## src/hw/chan_b_pkg.sv

```systemverilog
/*
 * Shared constants and types for the second output channel control block:
 * register offsets, reset values, field positions, mode codes and carriers.
 * Assumes 16-bit registers reached through a simple internal register port.
 */
package chan_b_pkg;
	localparam int REG_W = 16;
	localparam int ADDR_W = 8;
	localparam int NUM_REGS = 6;
	localparam int DIV_W = 14;
	localparam int DLY_W = 5;
	localparam int NUM_PINS = 4;

	localparam logic [ADDR_W-1:0] OFS_RESERVED0 = 8'h29;
	localparam logic [ADDR_W-1:0] OFS_RESERVED1 = 8'h2a;
	localparam logic [ADDR_W-1:0] OFS_DIVIDER = 8'h2b;
	localparam logic [ADDR_W-1:0] OFS_OUTPUT = 8'h2c;
	localparam logic [ADDR_W-1:0] OFS_SWITCHING = 8'h2d;
	localparam logic [ADDR_W-1:0] OFS_SUPPLY = 8'h2e;

	localparam int IDX_RESERVED0 = 0;
	localparam int IDX_RESERVED1 = 1;
	localparam int IDX_DIVIDER = 2;
	localparam int IDX_OUTPUT = 3;
	localparam int IDX_SWITCHING = 4;
	localparam int IDX_SUPPLY = 5;

	localparam logic [NUM_REGS-1:0][ADDR_W-1:0] REG_OFFSETS = {
		OFS_SUPPLY, OFS_SWITCHING, OFS_OUTPUT, OFS_DIVIDER, OFS_RESERVED1, OFS_RESERVED0
	};
	localparam logic [NUM_REGS-1:0][REG_W-1:0] REG_RESETS = {
		16'h0008, 16'h0071, 16'h0008, 16'h0000, 16'h0000, 16'h8000
	};

	localparam int SRC_LSB = 14;
	localparam int DIV_LSB = 0;
	localparam int DLY_LSB = 11;
	localparam int ALIGN_EN_BIT = 10;
	localparam int SILENCE_LVL_BIT = 8;
	localparam int SILENCE_BIT = 7;
	localparam int POL_LSB = 5;
	localparam int FMT_LSB = 2;
	localparam int OSEL_LSB = 0;
	localparam int CLEAN_BIT = 0;
	localparam int LOW_SUPPLY_BIT = 3;

	typedef enum logic [1:0] {
		SRC_PRESCALER_A = 2'h0,
		SRC_PRESCALER_B = 2'h1,
		SRC_UNUSED = 2'h2,
		SRC_REFERENCE = 2'h3
	} src_sel_t;

	typedef enum logic [2:0] {
		FMT_OFF = 3'h0,
		FMT_LVDS = 3'h1,
		FMT_HCSL = 3'h2,
		FMT_CML = 3'h3,
		FMT_LVPECL = 3'h4,
		FMT_SINGLE_ENDED_BOTH_PINS = 3'h5,
		FMT_SINGLE_ENDED_POSITIVE_PIN = 3'h6,
		FMT_SINGLE_ENDED_NEGATIVE_PIN = 3'h7
	} driver_format_t;

	typedef enum logic [1:0] {
		OSEL_FIRST_CHANNEL_DIVIDER = 2'h0,
		OSEL_SECOND_CHANNEL_DIVIDER = 2'h1,
		OSEL_THIRD_CHANNEL_DIVIDER = 2'h2,
		OSEL_NONE = 2'h3
	} out_sel_t;

	typedef enum logic [1:0] {
		ST_OFF = 2'b00,
		ST_RUN = 2'b01,
		ST_ALIGN_WAIT = 2'b11
	} div_state_t;

	typedef struct packed {
		logic wr;
		logic rd;
		logic [ADDR_W-1:0] addr;
		logic [REG_W-1:0] wdata;
	} reg_req_t;

	typedef struct packed {
		logic p;
		logic n;
		logic p_en;
		logic n_en;
	} pin_drive_t;
endpackage

```

## src/hw/chan_b_ctrl.sv

```systemverilog
/*
 * Second output channel control: register set, integer divider with
 * alignment delay and clean switching, and the output driver stage.
 * Assumes prescaler and reference clocks arrive as pins far slower than
 * clock, and that the neighbouring channel dividers are on clock.
 */
`timescale 1ns/1ps
module chan_b_ctrl
	import chan_b_pkg::*;
(
	input wire logic clock,
	input wire logic nrst,
	input wire reg_req_t reg_req,
	output logic [REG_W-1:0] reg_rdata,
	output logic reg_rvalid,
	input wire logic prescaler_a,
	input wire logic prescaler_b,
	input wire logic reference,
	input wire logic align_pin,
	input wire logic first_channel_divider,
	input wire logic third_channel_divider,
	output logic second_channel_divider,
	output logic out_p,
	output logic out_n,
	output logic out_p_en,
	output logic out_n_en,
	output logic [2:0] driver_format,
	output logic low_supply_flag,
	output logic divider_powered_down
);
	logic [1:0] rst_pipe_r;
	logic rst_n;
	logic [NUM_PINS-1:0] pin_raw;
	logic [NUM_PINS-1:0] pin_s;
	logic [REG_W-1:0] regs_r [NUM_REGS];
	logic [NUM_REGS:0] reg_hit;
	logic [REG_W-1:0] reg_rdata_r;
	logic reg_rvalid_r;
	logic align_prev_r;
	logic align_pulse;
	src_sel_t cfg_src;
	logic [DIV_W-1:0] cfg_div;
	logic [DLY_W-1:0] cfg_delay;
	logic cfg_align_en;
	logic cfg_clean;
	src_sel_t act_src_r;
	logic [DIV_W-1:0] act_div_r;
	div_state_t state_r;
	logic [DIV_W-1:0] cnt_r;
	logic [DLY_W-1:0] wait_r;
	logic src_prev_r;
	logic sel_lvl;
	logic src_edge;
	logic wrap;
	logic cfg_pending;
	logic apply_now;
	logic [DIV_W:0] high_len;
	logic div_clk_r;
	logic routed;
	driver_format_t fmt;
	out_sel_t osel;
	logic [1:0] pol;
	logic silence;
	logic silence_lvl;
	pin_drive_t drive_nxt;
	pin_drive_t drive_r;

	// Address decode used by both the write and the read path.
	function automatic logic [NUM_REGS:0] decode(input logic [ADDR_W-1:0] addr);
		logic [NUM_REGS:0] hit;
		hit = '0;
		for (int i = 0; i < NUM_REGS; i++) begin
			if (addr == REG_OFFSETS[i]) begin
				hit[i] = 1'b1;
			end
		end
		hit[NUM_REGS] = |hit[NUM_REGS-1:0];
		return hit;
	endfunction

	function automatic logic pick_source(input src_sel_t s, input logic [2:0] lvl);
		case (s)
			SRC_PRESCALER_A: pick_source = lvl[0];
			SRC_PRESCALER_B: pick_source = lvl[1];
			SRC_REFERENCE: pick_source = lvl[2];
			default: pick_source = 1'b0;
		endcase
	endfunction

	function automatic logic is_single_ended(input driver_format_t f);
		return (f == FMT_SINGLE_ENDED_BOTH_PINS) || (f == FMT_SINGLE_ENDED_POSITIVE_PIN) ||
			(f == FMT_SINGLE_ENDED_NEGATIVE_PIN);
	endfunction

	always_ff @(posedge clock or negedge nrst) begin
		if (!nrst) begin
			rst_pipe_r <= 2'b00;
		end else begin
			rst_pipe_r <= {rst_pipe_r[0], 1'b1};
		end
	end
	assign rst_n = rst_pipe_r[1];

	assign pin_raw = {align_pin, reference, prescaler_b, prescaler_a};

	genvar g;
	generate
		for (g = 0; g < NUM_PINS; g++) begin : g_sync
			sync_2ff u_sync (
				.clock(clock),
				.rst_n(rst_n),
				.async_in(pin_raw[g]),
				.sync_out(pin_s[g])
			);
		end
	endgenerate

	assign reg_hit = decode(reg_req.addr);

	// All fields, reserved ones included, are stored as written and read back.
	generate
		for (g = 0; g < NUM_REGS; g++) begin : g_reg
			always_ff @(posedge clock or negedge rst_n) begin
				if (!rst_n) begin
					regs_r[g] <= REG_RESETS[g];
				end else if (reg_req.wr && reg_hit[g]) begin
					regs_r[g] <= reg_req.wdata;
				end
			end
		end
	endgenerate

	// Unmapped reads answer zero; a read in the same cycle as a write sees the old value.
	always_ff @(posedge clock or negedge rst_n) begin
		if (!rst_n) begin
			reg_rdata_r <= '0;
			reg_rvalid_r <= 1'b0;
		end else begin
			reg_rvalid_r <= reg_req.rd;
			if (reg_req.rd) begin
				if (!reg_hit[NUM_REGS]) begin
					reg_rdata_r <= '0;
				end
				for (int i = 0; i < NUM_REGS; i++) begin
					if (reg_hit[i]) begin
						reg_rdata_r <= regs_r[i];
					end
				end
			end
		end
	end

	assign cfg_src = src_sel_t'(regs_r[IDX_DIVIDER][SRC_LSB +: 2]);
	assign cfg_div = regs_r[IDX_DIVIDER][DIV_LSB +: DIV_W];
	assign cfg_delay = regs_r[IDX_OUTPUT][DLY_LSB +: DLY_W];
	assign cfg_align_en = regs_r[IDX_OUTPUT][ALIGN_EN_BIT];
	assign silence_lvl = regs_r[IDX_OUTPUT][SILENCE_LVL_BIT];
	assign silence = regs_r[IDX_OUTPUT][SILENCE_BIT];
	assign pol = regs_r[IDX_OUTPUT][POL_LSB +: 2];
	assign fmt = driver_format_t'(regs_r[IDX_OUTPUT][FMT_LSB +: 3]);
	assign osel = out_sel_t'(regs_r[IDX_OUTPUT][OSEL_LSB +: 2]);
	assign cfg_clean = regs_r[IDX_SWITCHING][CLEAN_BIT];

	always_ff @(posedge clock or negedge rst_n) begin
		if (!rst_n) begin
			align_prev_r <= 1'b0;
		end else begin
			align_prev_r <= pin_s[3];
		end
	end
	assign align_pulse = pin_s[3] & ~align_prev_r;

	assign sel_lvl = pick_source(act_src_r, pin_s[2:0]);

	always_ff @(posedge clock or negedge rst_n) begin
		if (!rst_n) begin
			src_prev_r <= 1'b0;
		end else begin
			src_prev_r <= sel_lvl;
		end
	end
	assign src_edge = sel_lvl & ~src_prev_r;

	assign wrap = src_edge && (state_r == ST_RUN) &&
		(cnt_r == act_div_r - {{(DIV_W-1){1'b0}}, 1'b1});
	assign cfg_pending = (cfg_src != act_src_r) || (cfg_div != act_div_r);
	// Clean mode holds a new setting back until the running period ends.
	assign apply_now = cfg_pending && (!cfg_clean || (state_r != ST_RUN) || wrap);

	always_ff @(posedge clock or negedge rst_n) begin
		if (!rst_n) begin
			act_src_r <= SRC_PRESCALER_A;
			act_div_r <= '0;
		end else if (apply_now) begin
			act_src_r <= cfg_src;
			act_div_r <= cfg_div;
		end
	end

	always_ff @(posedge clock or negedge rst_n) begin
		if (!rst_n) begin
			state_r <= ST_OFF;
			cnt_r <= '0;
			wait_r <= '0;
		end else if (act_div_r == '0) begin
			state_r <= ST_OFF;
			cnt_r <= '0;
			wait_r <= '0;
		end else begin
			case (state_r)
				ST_OFF: begin
					state_r <= ST_RUN;
					cnt_r <= '0;
				end
				ST_RUN: begin
					if (align_pulse && cfg_align_en) begin
						state_r <= ST_ALIGN_WAIT;
						wait_r <= '0;
					end else if (apply_now && !wrap) begin
						cnt_r <= '0;
					end else if (wrap) begin
						cnt_r <= '0;
					end else if (src_edge) begin
						cnt_r <= cnt_r + {{(DIV_W-1){1'b0}}, 1'b1};
					end
				end
				ST_ALIGN_WAIT: begin
					if (align_pulse && cfg_align_en) begin
						wait_r <= '0;
					end else if (src_edge) begin
						if (wait_r == cfg_delay) begin
							state_r <= ST_RUN;
							cnt_r <= '0;
						end else begin
							wait_r <= wait_r + {{(DLY_W-1){1'b0}}, 1'b1};
						end
					end
				end
				default: begin
					state_r <= ST_OFF;
				end
			endcase
		end
	end

	// Odd ratios get the longer half high; ratio one passes the input through.
	assign high_len = ({1'b0, act_div_r} + {{DIV_W{1'b0}}, 1'b1}) >> 1;

	always_ff @(posedge clock or negedge rst_n) begin
		if (!rst_n) begin
			div_clk_r <= 1'b0;
		end else if (state_r != ST_RUN) begin
			div_clk_r <= 1'b0;
		end else if (act_div_r == {{(DIV_W-1){1'b0}}, 1'b1}) begin
			div_clk_r <= sel_lvl;
		end else begin
			div_clk_r <= ({1'b0, cnt_r} < high_len);
		end
	end

	always_comb begin
		case (osel)
			OSEL_FIRST_CHANNEL_DIVIDER: routed = first_channel_divider;
			OSEL_SECOND_CHANNEL_DIVIDER: routed = div_clk_r;
			OSEL_THIRD_CHANNEL_DIVIDER: routed = third_channel_divider;
			default: routed = 1'b0;
		endcase
	end

	always_comb begin
		drive_nxt.p_en = 1'b1;
		drive_nxt.n_en = 1'b1;
		if (silence) begin
			drive_nxt.p = silence_lvl;
			drive_nxt.n = ~silence_lvl;
		end else if (is_single_ended(fmt)) begin
			drive_nxt.p = routed ^ pol[1];
			drive_nxt.n = routed ^ pol[0];
		end else begin
			drive_nxt.p = routed;
			drive_nxt.n = ~routed;
		end
		case (fmt)
			FMT_OFF: begin
				drive_nxt = '0;
			end
			FMT_SINGLE_ENDED_POSITIVE_PIN: begin
				drive_nxt.n = 1'b0;
				drive_nxt.n_en = 1'b0;
			end
			FMT_SINGLE_ENDED_NEGATIVE_PIN: begin
				drive_nxt.p = 1'b0;
				drive_nxt.p_en = 1'b0;
			end
			default: begin
			end
		endcase
	end

	always_ff @(posedge clock or negedge rst_n) begin
		if (!rst_n) begin
			drive_r <= '0;
		end else begin
			drive_r <= drive_nxt;
		end
	end

	assign reg_rdata = reg_rdata_r;
	assign reg_rvalid = reg_rvalid_r;
	assign second_channel_divider = div_clk_r;
	assign out_p = drive_r.p;
	assign out_n = drive_r.n;
	assign out_p_en = drive_r.p_en;
	assign out_n_en = drive_r.n_en;
	assign driver_format = regs_r[IDX_OUTPUT][FMT_LSB +: 3];
	// The supply flag is only passed on; software must match it to the rail.
	assign low_supply_flag = regs_r[IDX_SUPPLY][LOW_SUPPLY_BIT];
	assign divider_powered_down = (state_r == ST_OFF);
endmodule

```

## src/hw/sync_2ff.sv

```systemverilog
/*
 * Two flip-flop level synchroniser for one asynchronous input.
 * Assumes the reset given is already synchronous to clock.
 */
`timescale 1ns/1ps
module sync_2ff (
	input wire logic clock,
	input wire logic rst_n,
	input wire logic async_in,
	output logic sync_out
);
	logic meta_r;

	// The first stage feeds only the second, so no logic sees a metastable value.
	always_ff @(posedge clock or negedge rst_n) begin
		if (!rst_n) begin
			meta_r <= 1'b0;
			sync_out <= 1'b0;
		end else begin
			meta_r <= async_in;
			sync_out <= meta_r;
		end
	end
endmodule

```

## config.mk

```make
export PLATFORM = sky130hd
export DESIGN_NAME = chan_b_ctrl
export DESIGN_NICKNAME = d
export VERILOG_FILES = /design/src/hw/chan_b_pkg.sv /design/src/hw/chan_b_ctrl.sv /design/src/hw/sync_2ff.sv
export SDC_FILE = /design/constraint.sdc
export NUM_CORES = 1
export LEC_CHECK = 0
export BUFFER_PORTS_ARGS = -buffer_cell sky130_fd_sc_hd__buf_2
export CAP_MARGIN = 20
export CELL_PAD_IN_SITES_DETAIL_PLACEMENT = 2
export CELL_PAD_IN_SITES_GLOBAL_PLACEMENT = 2
export CORE_UTILIZATION = 40
export CTS_CLUSTER_SIZE = 14
export DETAILED_ROUTE_END_ITERATION = 10
export PLACE_DENSITY_LB_ADDON = 0.1
export REMOVE_ABC_BUFFERS = 1
export SKIP_CTS_REPAIR_TIMING = 1
export SLEW_MARGIN = 10
export SYNTH_ARGS = -nofsm -noshare
export SYNTH_HDL_FRONTEND = slang
export SYNTH_SLANG_ARGS = --single-unit
export TNS_END_PERCENT = 100
```

## constraint.sdc

```tcl
create_clock -name clock -period 6.9 [get_ports clock]
set_clock_uncertainty 0.2 [all_clocks]
set_input_delay 1.38 -clock clock [delete_from_list [all_inputs] [get_ports clock]]
set_output_delay 1.38 -clock clock [all_outputs]
set_load 0.005 [all_outputs]
```

* After elaboration in Yosys (flattened, before gate mapping)
Cells that the tools add are included.
Storage, ports and cells: bits in registers 167, bits in latches 0, RAM bits 0, memory bits (read-only) 0, input port bits 34, output and inout port bits 27, memories 0
Operators by class: $add $sub $neg 4, multiply operators 0, divide/modulo/power cells 0, magnitude comparators 1, eq/ne operators 30, shift-type cells 0, muxes and demuxes 44, bitwise gates (word level) 8, reductions and logical operators 32
Operator list (count):
- $mux 14 | 8
- $mux 16 | 7
- $eq 8x6->1 const B | 6
- $pmux 14 s3 | 1
- $mux 5 | 5
- $add 14x1->15 const B | 1
- $add 14x1->14 const B | 1
- $eq 14x1->1 const B | 1
- $eq 14x14->1 | 1
- $logic_not 14->1 | 1
- $lt 14x14->1 | 1
- $mux 2 | 7
- $ne 14x14->1 | 1
- $sub 14x1->14 const B | 1
- $mux 1 | 12
- $ne 3x3->1 const B | 4
- $logic_and 1x1->1 | 11
- $pmux 5 s2 | 1
- $eq 3x3->1 const B | 3
- $ne 4x4->1 const B | 2
- $reduce_and 4->1 | 2
- $ne 7x7->1 const B | 1
- $eq 2x1->1 const B | 3
- $eq 2x2->1 const B | 3
- 21 further kinds | 35

* Logic depth before layout (Yosys ltp)
word-level depth 12, depth in mapped cells 14

* By module
Synthesis repeated with hierarchy kept, for this count alone.
Unflattened totals: cells, all modules 768, area, all modules 8607.0 um2
Modules (own cells, without submodules):
- chan_b_ctrl | instances 1, cells each 760, area each 8406.8 um2
- sync_2ff | instances 4, cells each 2, area each 50.0 um2

* Least setup slack after synthesis
Ideal clock, no wire load.
path kind input-to-reg, start in reg_req[17] (netlist bit), end reg regs_r[70] (netlist bit), library setup time 125 ps, arrival 3340 ps, required time 6575 ps, path slack 3235 ps, stages 6, cell sequence clkbuf_1 inv_1 or3_1 nor3b_1 clkbuf_1 mux2_2
On the way: cells in the longest elaborated chain, start to end 3
Ends and longest elaborated chain:
- from (decl) | line chan_b_ctrl.sv:13 | input wire reg_req_t reg_req,
- $eq 8x6->1 | line chan_b_ctrl.sv:73 | if (addr == REG_OFFSETS[i]) begin
- $mux 1 | line chan_b_ctrl.sv:73
- $logic_and 1x1->1 | line chan_b_ctrl.sv:126 | end else if (reg_req.wr && reg_hit[g]) begin
- to (signal, indexed assignment) | line chan_b_ctrl.sv:125 | regs_r[g] <= REG_RESETS[g];
- to (signal, indexed assignment) | line chan_b_ctrl.sv:127 | regs_r[g] <= reg_req.wdata;
- to (decl) | line chan_b_ctrl.sv:35 | logic [REG_W-1:0] regs_r [NUM_REGS];
No other way between the ends. A chain may end at the register's enable or synchronous reset.

* Worst setup path in the final report
start reg act_div_r[5], end reg cnt_r[6]
On the way: cells in the longest elaborated chain, start to end 10, elaborated cells on any way between the ends 22, classes of those cells 1 x add/sub; 7 x eq/ne; 5 x mux; 9 x reduce/logical
Ends and longest elaborated chain:
- from (decl) | line chan_b_ctrl.sv:47 | logic [DIV_W-1:0] act_div_r;
- from (signal assigned) | line chan_b_ctrl.sv:196 | act_div_r <= cfg_div;
- $sub 14x1->14 | line chan_b_ctrl.sv:185 | (cnt_r == act_div_r - {{(DIV_W-1){1'b0}}, 1'b1});
- $eq 14x14->1 | line chan_b_ctrl.sv:185
- $logic_and 1x1->1 | line chan_b_ctrl.sv:184 | assign wrap = src_edge && (state_r == ST_RUN) &&
- $logic_or 1x1->1 | line chan_b_ctrl.sv:188 | assign apply_now = cfg_pending && (!cfg_clean || (state_r != ST_RUN) || wrap);
- $logic_and 1x1->1 | line chan_b_ctrl.sv:188
- $logic_and 1x1->1 | line chan_b_ctrl.sv:219 | end else if (apply_now && !wrap) begin
- $mux 14 | line chan_b_ctrl.sv:219
- $mux 14 | line chan_b_ctrl.sv:216 | if (align_pulse && cfg_align_en) begin
- $pmux 14 s3 | line chan_b_ctrl.sv:210 | case (state_r)
- $mux 14 | line chan_b_ctrl.sv:205 | end else if (act_div_r == '0) begin
- to (signal assigned) | line chan_b_ctrl.sv:224 | cnt_r <= cnt_r + {{(DIV_W-1){1'b0}}, 1'b1};
- to (decl) | line chan_b_ctrl.sv:49 | logic [DIV_W-1:0] cnt_r;
Several ways; a longest one is shown, not always the timed one. The select of a mux whose other input is x is not followed.

==> qor.yml <==
cells_and_area:
  drive_above_1_share_pct: 20.6
  stdcell_count: 1116
  antenna_cells: 0
  fillerInstances: 2164
  syn_to_final_growth_pct: 13.0
  final_net_count: 881
grt:
  first_global_vias: 7267
  grt_usage_pct: 24.3
  antenna_found_initial: 0
  grt_max_degree: 61
  grt_first_pass_wirelength_um: 40800
  gr-total-overflow: 0
timing:
  finalMaxSlewViolations: 0
  fmax_mhz: 237
  fin_ws_ps: 2680
  rsz0062_at_grt: "no"
  fin_hold_ws_ps: 155
  tns_ps: 0
  hold_viol: 0
  setup_viol: 0
  period_share_pct: 61.1
  worst_pin_slew_ps: 1060
  slew_headroom_pct: 29.5
  post-route-min-period_ps: 4220
synth:
  synth_adder_area_share_pct: 2.75
  syn_avg_cell_area_um2: 11.0
  synthFlopType: "dfrtp_1"
  yosysWarnings: 0
  synth_top_area_share_pct: 46.4
  yosys.area_share.simple_pct: 11.3
  yosysMostFrequentCell: "dfrtp_1"
  synth_compound_gate_area_share_pct: 10.7
  async_flop_share_pct: 100
  yosys-top-cells-area: "dfrtp_1 (46%), mux2_1 (7.6%), mux2_2 (7.3%), mux2i_1 (4.1%), xnor2_1 (3.9%)"
  synth_top_family_by_area: "multiplexers"
  synthCells: 785
  synth_area_leader_cell: "dfrtp_1"
  synth_edf_count: 0
  ys_ff_latch: 167
  ys_types: 58
  yosys-top-cells-count: "dfrtp_1 (160), nor2_1 (67), a21oi_1 (58), mux2_1 (58), mux2_2 (56)"
  ys_seq_area_share_pct: 48.5
  synthMuxAreaShare_pct: 18.9
  synth_area_um2: 8630
  synth_xor_xnor_area_share_pct: 4.97
clocking:
  cts_made_buffers: 17
  cts.htree.levels: 4
  clk_pin_slew_worst_paths_ps: 70
  cts_tree: "done"
  clk_latency_ps: 440
  cts_root_buffer: "clkbuf_16"
  cts_sinks: 167
  clk_path_buf_depth: 2
setup_path:
  reg2reg_depth: 8
  reg2reg_slack_ps: 2680
  cp-end-kind: "register"
  crit_chain: "or4_1 > or4_1 > a2111o_1 > a2111oi_0 > nand4_1 > nand2_1 > or2_1 > o31ai_1"
  cpMaxStageDelayCell: "or4_1"
  arrival_ps: 4320
  start_kind: "register"
  startpoint: "act_div_r[5]"
  slowest_delay_ps: 730
  crit_fanout: 14
  r2r-end: "cnt_r[6]"
  crit_type: "register to register"
  r2r_start: "act_div_r[5]"
  cp_common_cell: "or4_1"
  crit_required_ps: 7000
flow_run:
  cap_violations: 0
hold_path:
  worstHoldPathType: "register to register"
  hold_depth: 0
  hold_end: "rst_pipe_r[1]"
  min_from: "rst_pipe_r[0]"
floorplan:
  fp.dieW_um: 149
  die-height_um: 149
  core-area_um2: 21100
  rows: 53
  dieArea_um2: 22200
  io_pins: 61
  start_util_pct: 40.9
place:
  portBuffers: 60
  dpl.hpwl_um: 17800
  dp.cells: 1084
  place_congestion: 0.816
  place_ws_ps: 2710
run_status:
  outcome: "complete, no violations"
detailed_routing:
  dr.pass1.iters: 4
  remaining_drc_errors: 0
  viasPerCell: 5.67
  vias: 6324
  wl_per_cell_um: 22.7
  routed_wl_um: 25300
  final_antenna_net_count: 0
  drt-initial-drc-count: 197
power:
  finalPower_mw: 2.62
  powerDensity_nw_per_um2: 269
  irDropWorstVdd_uv: 177
  p_leak_nw: 4.53
[state kept, by name (all words and copies together), names as in the netlist, 2 cells and up]
register,flops
driver_format,3
rst_pipe_r,2
act_div_r,14
act_src_r,2
g_sync.u_sync.meta_r,4
g_sync.u_sync.sync_out,4
osel,2
pol,2
cfg_delay,5
cnt_r,14
reg_rdata,16
cfg_div,14
regs_r,65
wait_r,5
state_r,2
cfg_src,2
[through the flow]
stage	instance area, µm²	utilization, %
floorplan	8420	-
global placement	9170	43.5
detailed placement	9170	43.5
CTS	9750	46.3
global route	9750	46.3
finish	9750	46.3
[worst max-delay path, delay by kind of cell, from the launching register on]
kind / cells / cell delay (ps)
AND/OR/NAND/NOR: 5 / 2310
flip-flops: 1 / 520
AO/OA/AOI/OAI: 3 / 1040
[placed cells by master, fill, tap and decap left out, types with 3 or more instances in the layout]
| master | n |
|---|---|
| clkbuf_16 | 17 |
| o22ai_1 | 19 |
| and3_1 | 8 |
| mux2_2 | 56 |
| o2bb2a_1 | 10 |
| mux2_1 | 58 |
| dfstp_2 | 7 |
| o21ai_1 | 10 |
| nor4_1 | 5 |
| xnor2_1 | 38 |
| inv_6 | 3 |
| inv_8 | 4 |
| o21a_1 | 3 |
| xor2_1 | 11 |
| or4_1 | 3 |
| buf_2 | 60 |
| nor2_1 | 67 |
| or2_1 | 3 |
| o211ai_1 | 3 |
| or3_1 | 8 |
| a21oi_1 | 58 |
| o31ai_1 | 14 |
| a31oi_1 | 3 |
| inv_1 | 8 |
| nand2b_1 | 8 |
| o21ai_0 | 5 |
| buf_4 | 10 |
| ha_1 | 19 |
| nand2_1 | 42 |
| nor3_1 | 6 |
| nand4_1 | 11 |
| dfrtp_1 | 159 |
| a21o_1 | 6 |
| mux2i_1 | 35 |
| nand3_1 | 20 |
[where the power goes]
group          internal [mW]  total (mW)  switching [mW]
clock                  0.501       0.959           0.459
combinational          0.210       0.536           0.326
sequential              1.04        1.13          0.0899
total                   1.75        2.62           0.875
[layout make-up]
cell class	instances	area [µm²]	share of cell area [%]
well taps	275	344	3.53
clock buffers	20	457	4.68
repair buffers	70	375	3.85
clock inverters	12	129	1.32
multi-input cells	563	4220	43.3
inverters	9	33.8	0.346
flip-flops and latches	167	4190	43.0
[cells by family (layout without fill, tap and decap cells)]
logic type / after synthesis / after routing
AOI/OAI and AO/OA: 144 / 144
xor gates and xnor gates: 49 / 49
adders and majority gates: 19 / 19
buffers and inverters: 55 / 111
DFF: 167 / 167
muxes: 149 / 149
other: 1 / 1
and+or+nand+nor: 201 / 201
[how the worst max path moves through the flow]
stage	end	cells past startpoint	slack, ps
3_5_place_dp	regs_r[14]	6	2710
5_1_grt	cnt_r[10]	10	2400
6_report	cnt_r[6]	8	2680
4_1_cts	cnt_r[6]	8	2690
3_3_place_gp	regs_r[7]	6	2880
2_1_floorplan	act_div_r[0]	0	1710
[layer usage]
metal  share of wire (%)  vias up  track usage, %
met5                   0        -               0
met4                 1.7        0            7.76
met3                 1.7       26            3.64
li1                    -     2900               -
met1                  44     3326            29.6
met2                  53       72            43.9
No activity file was read; power rests on OpenSTA's default activity.
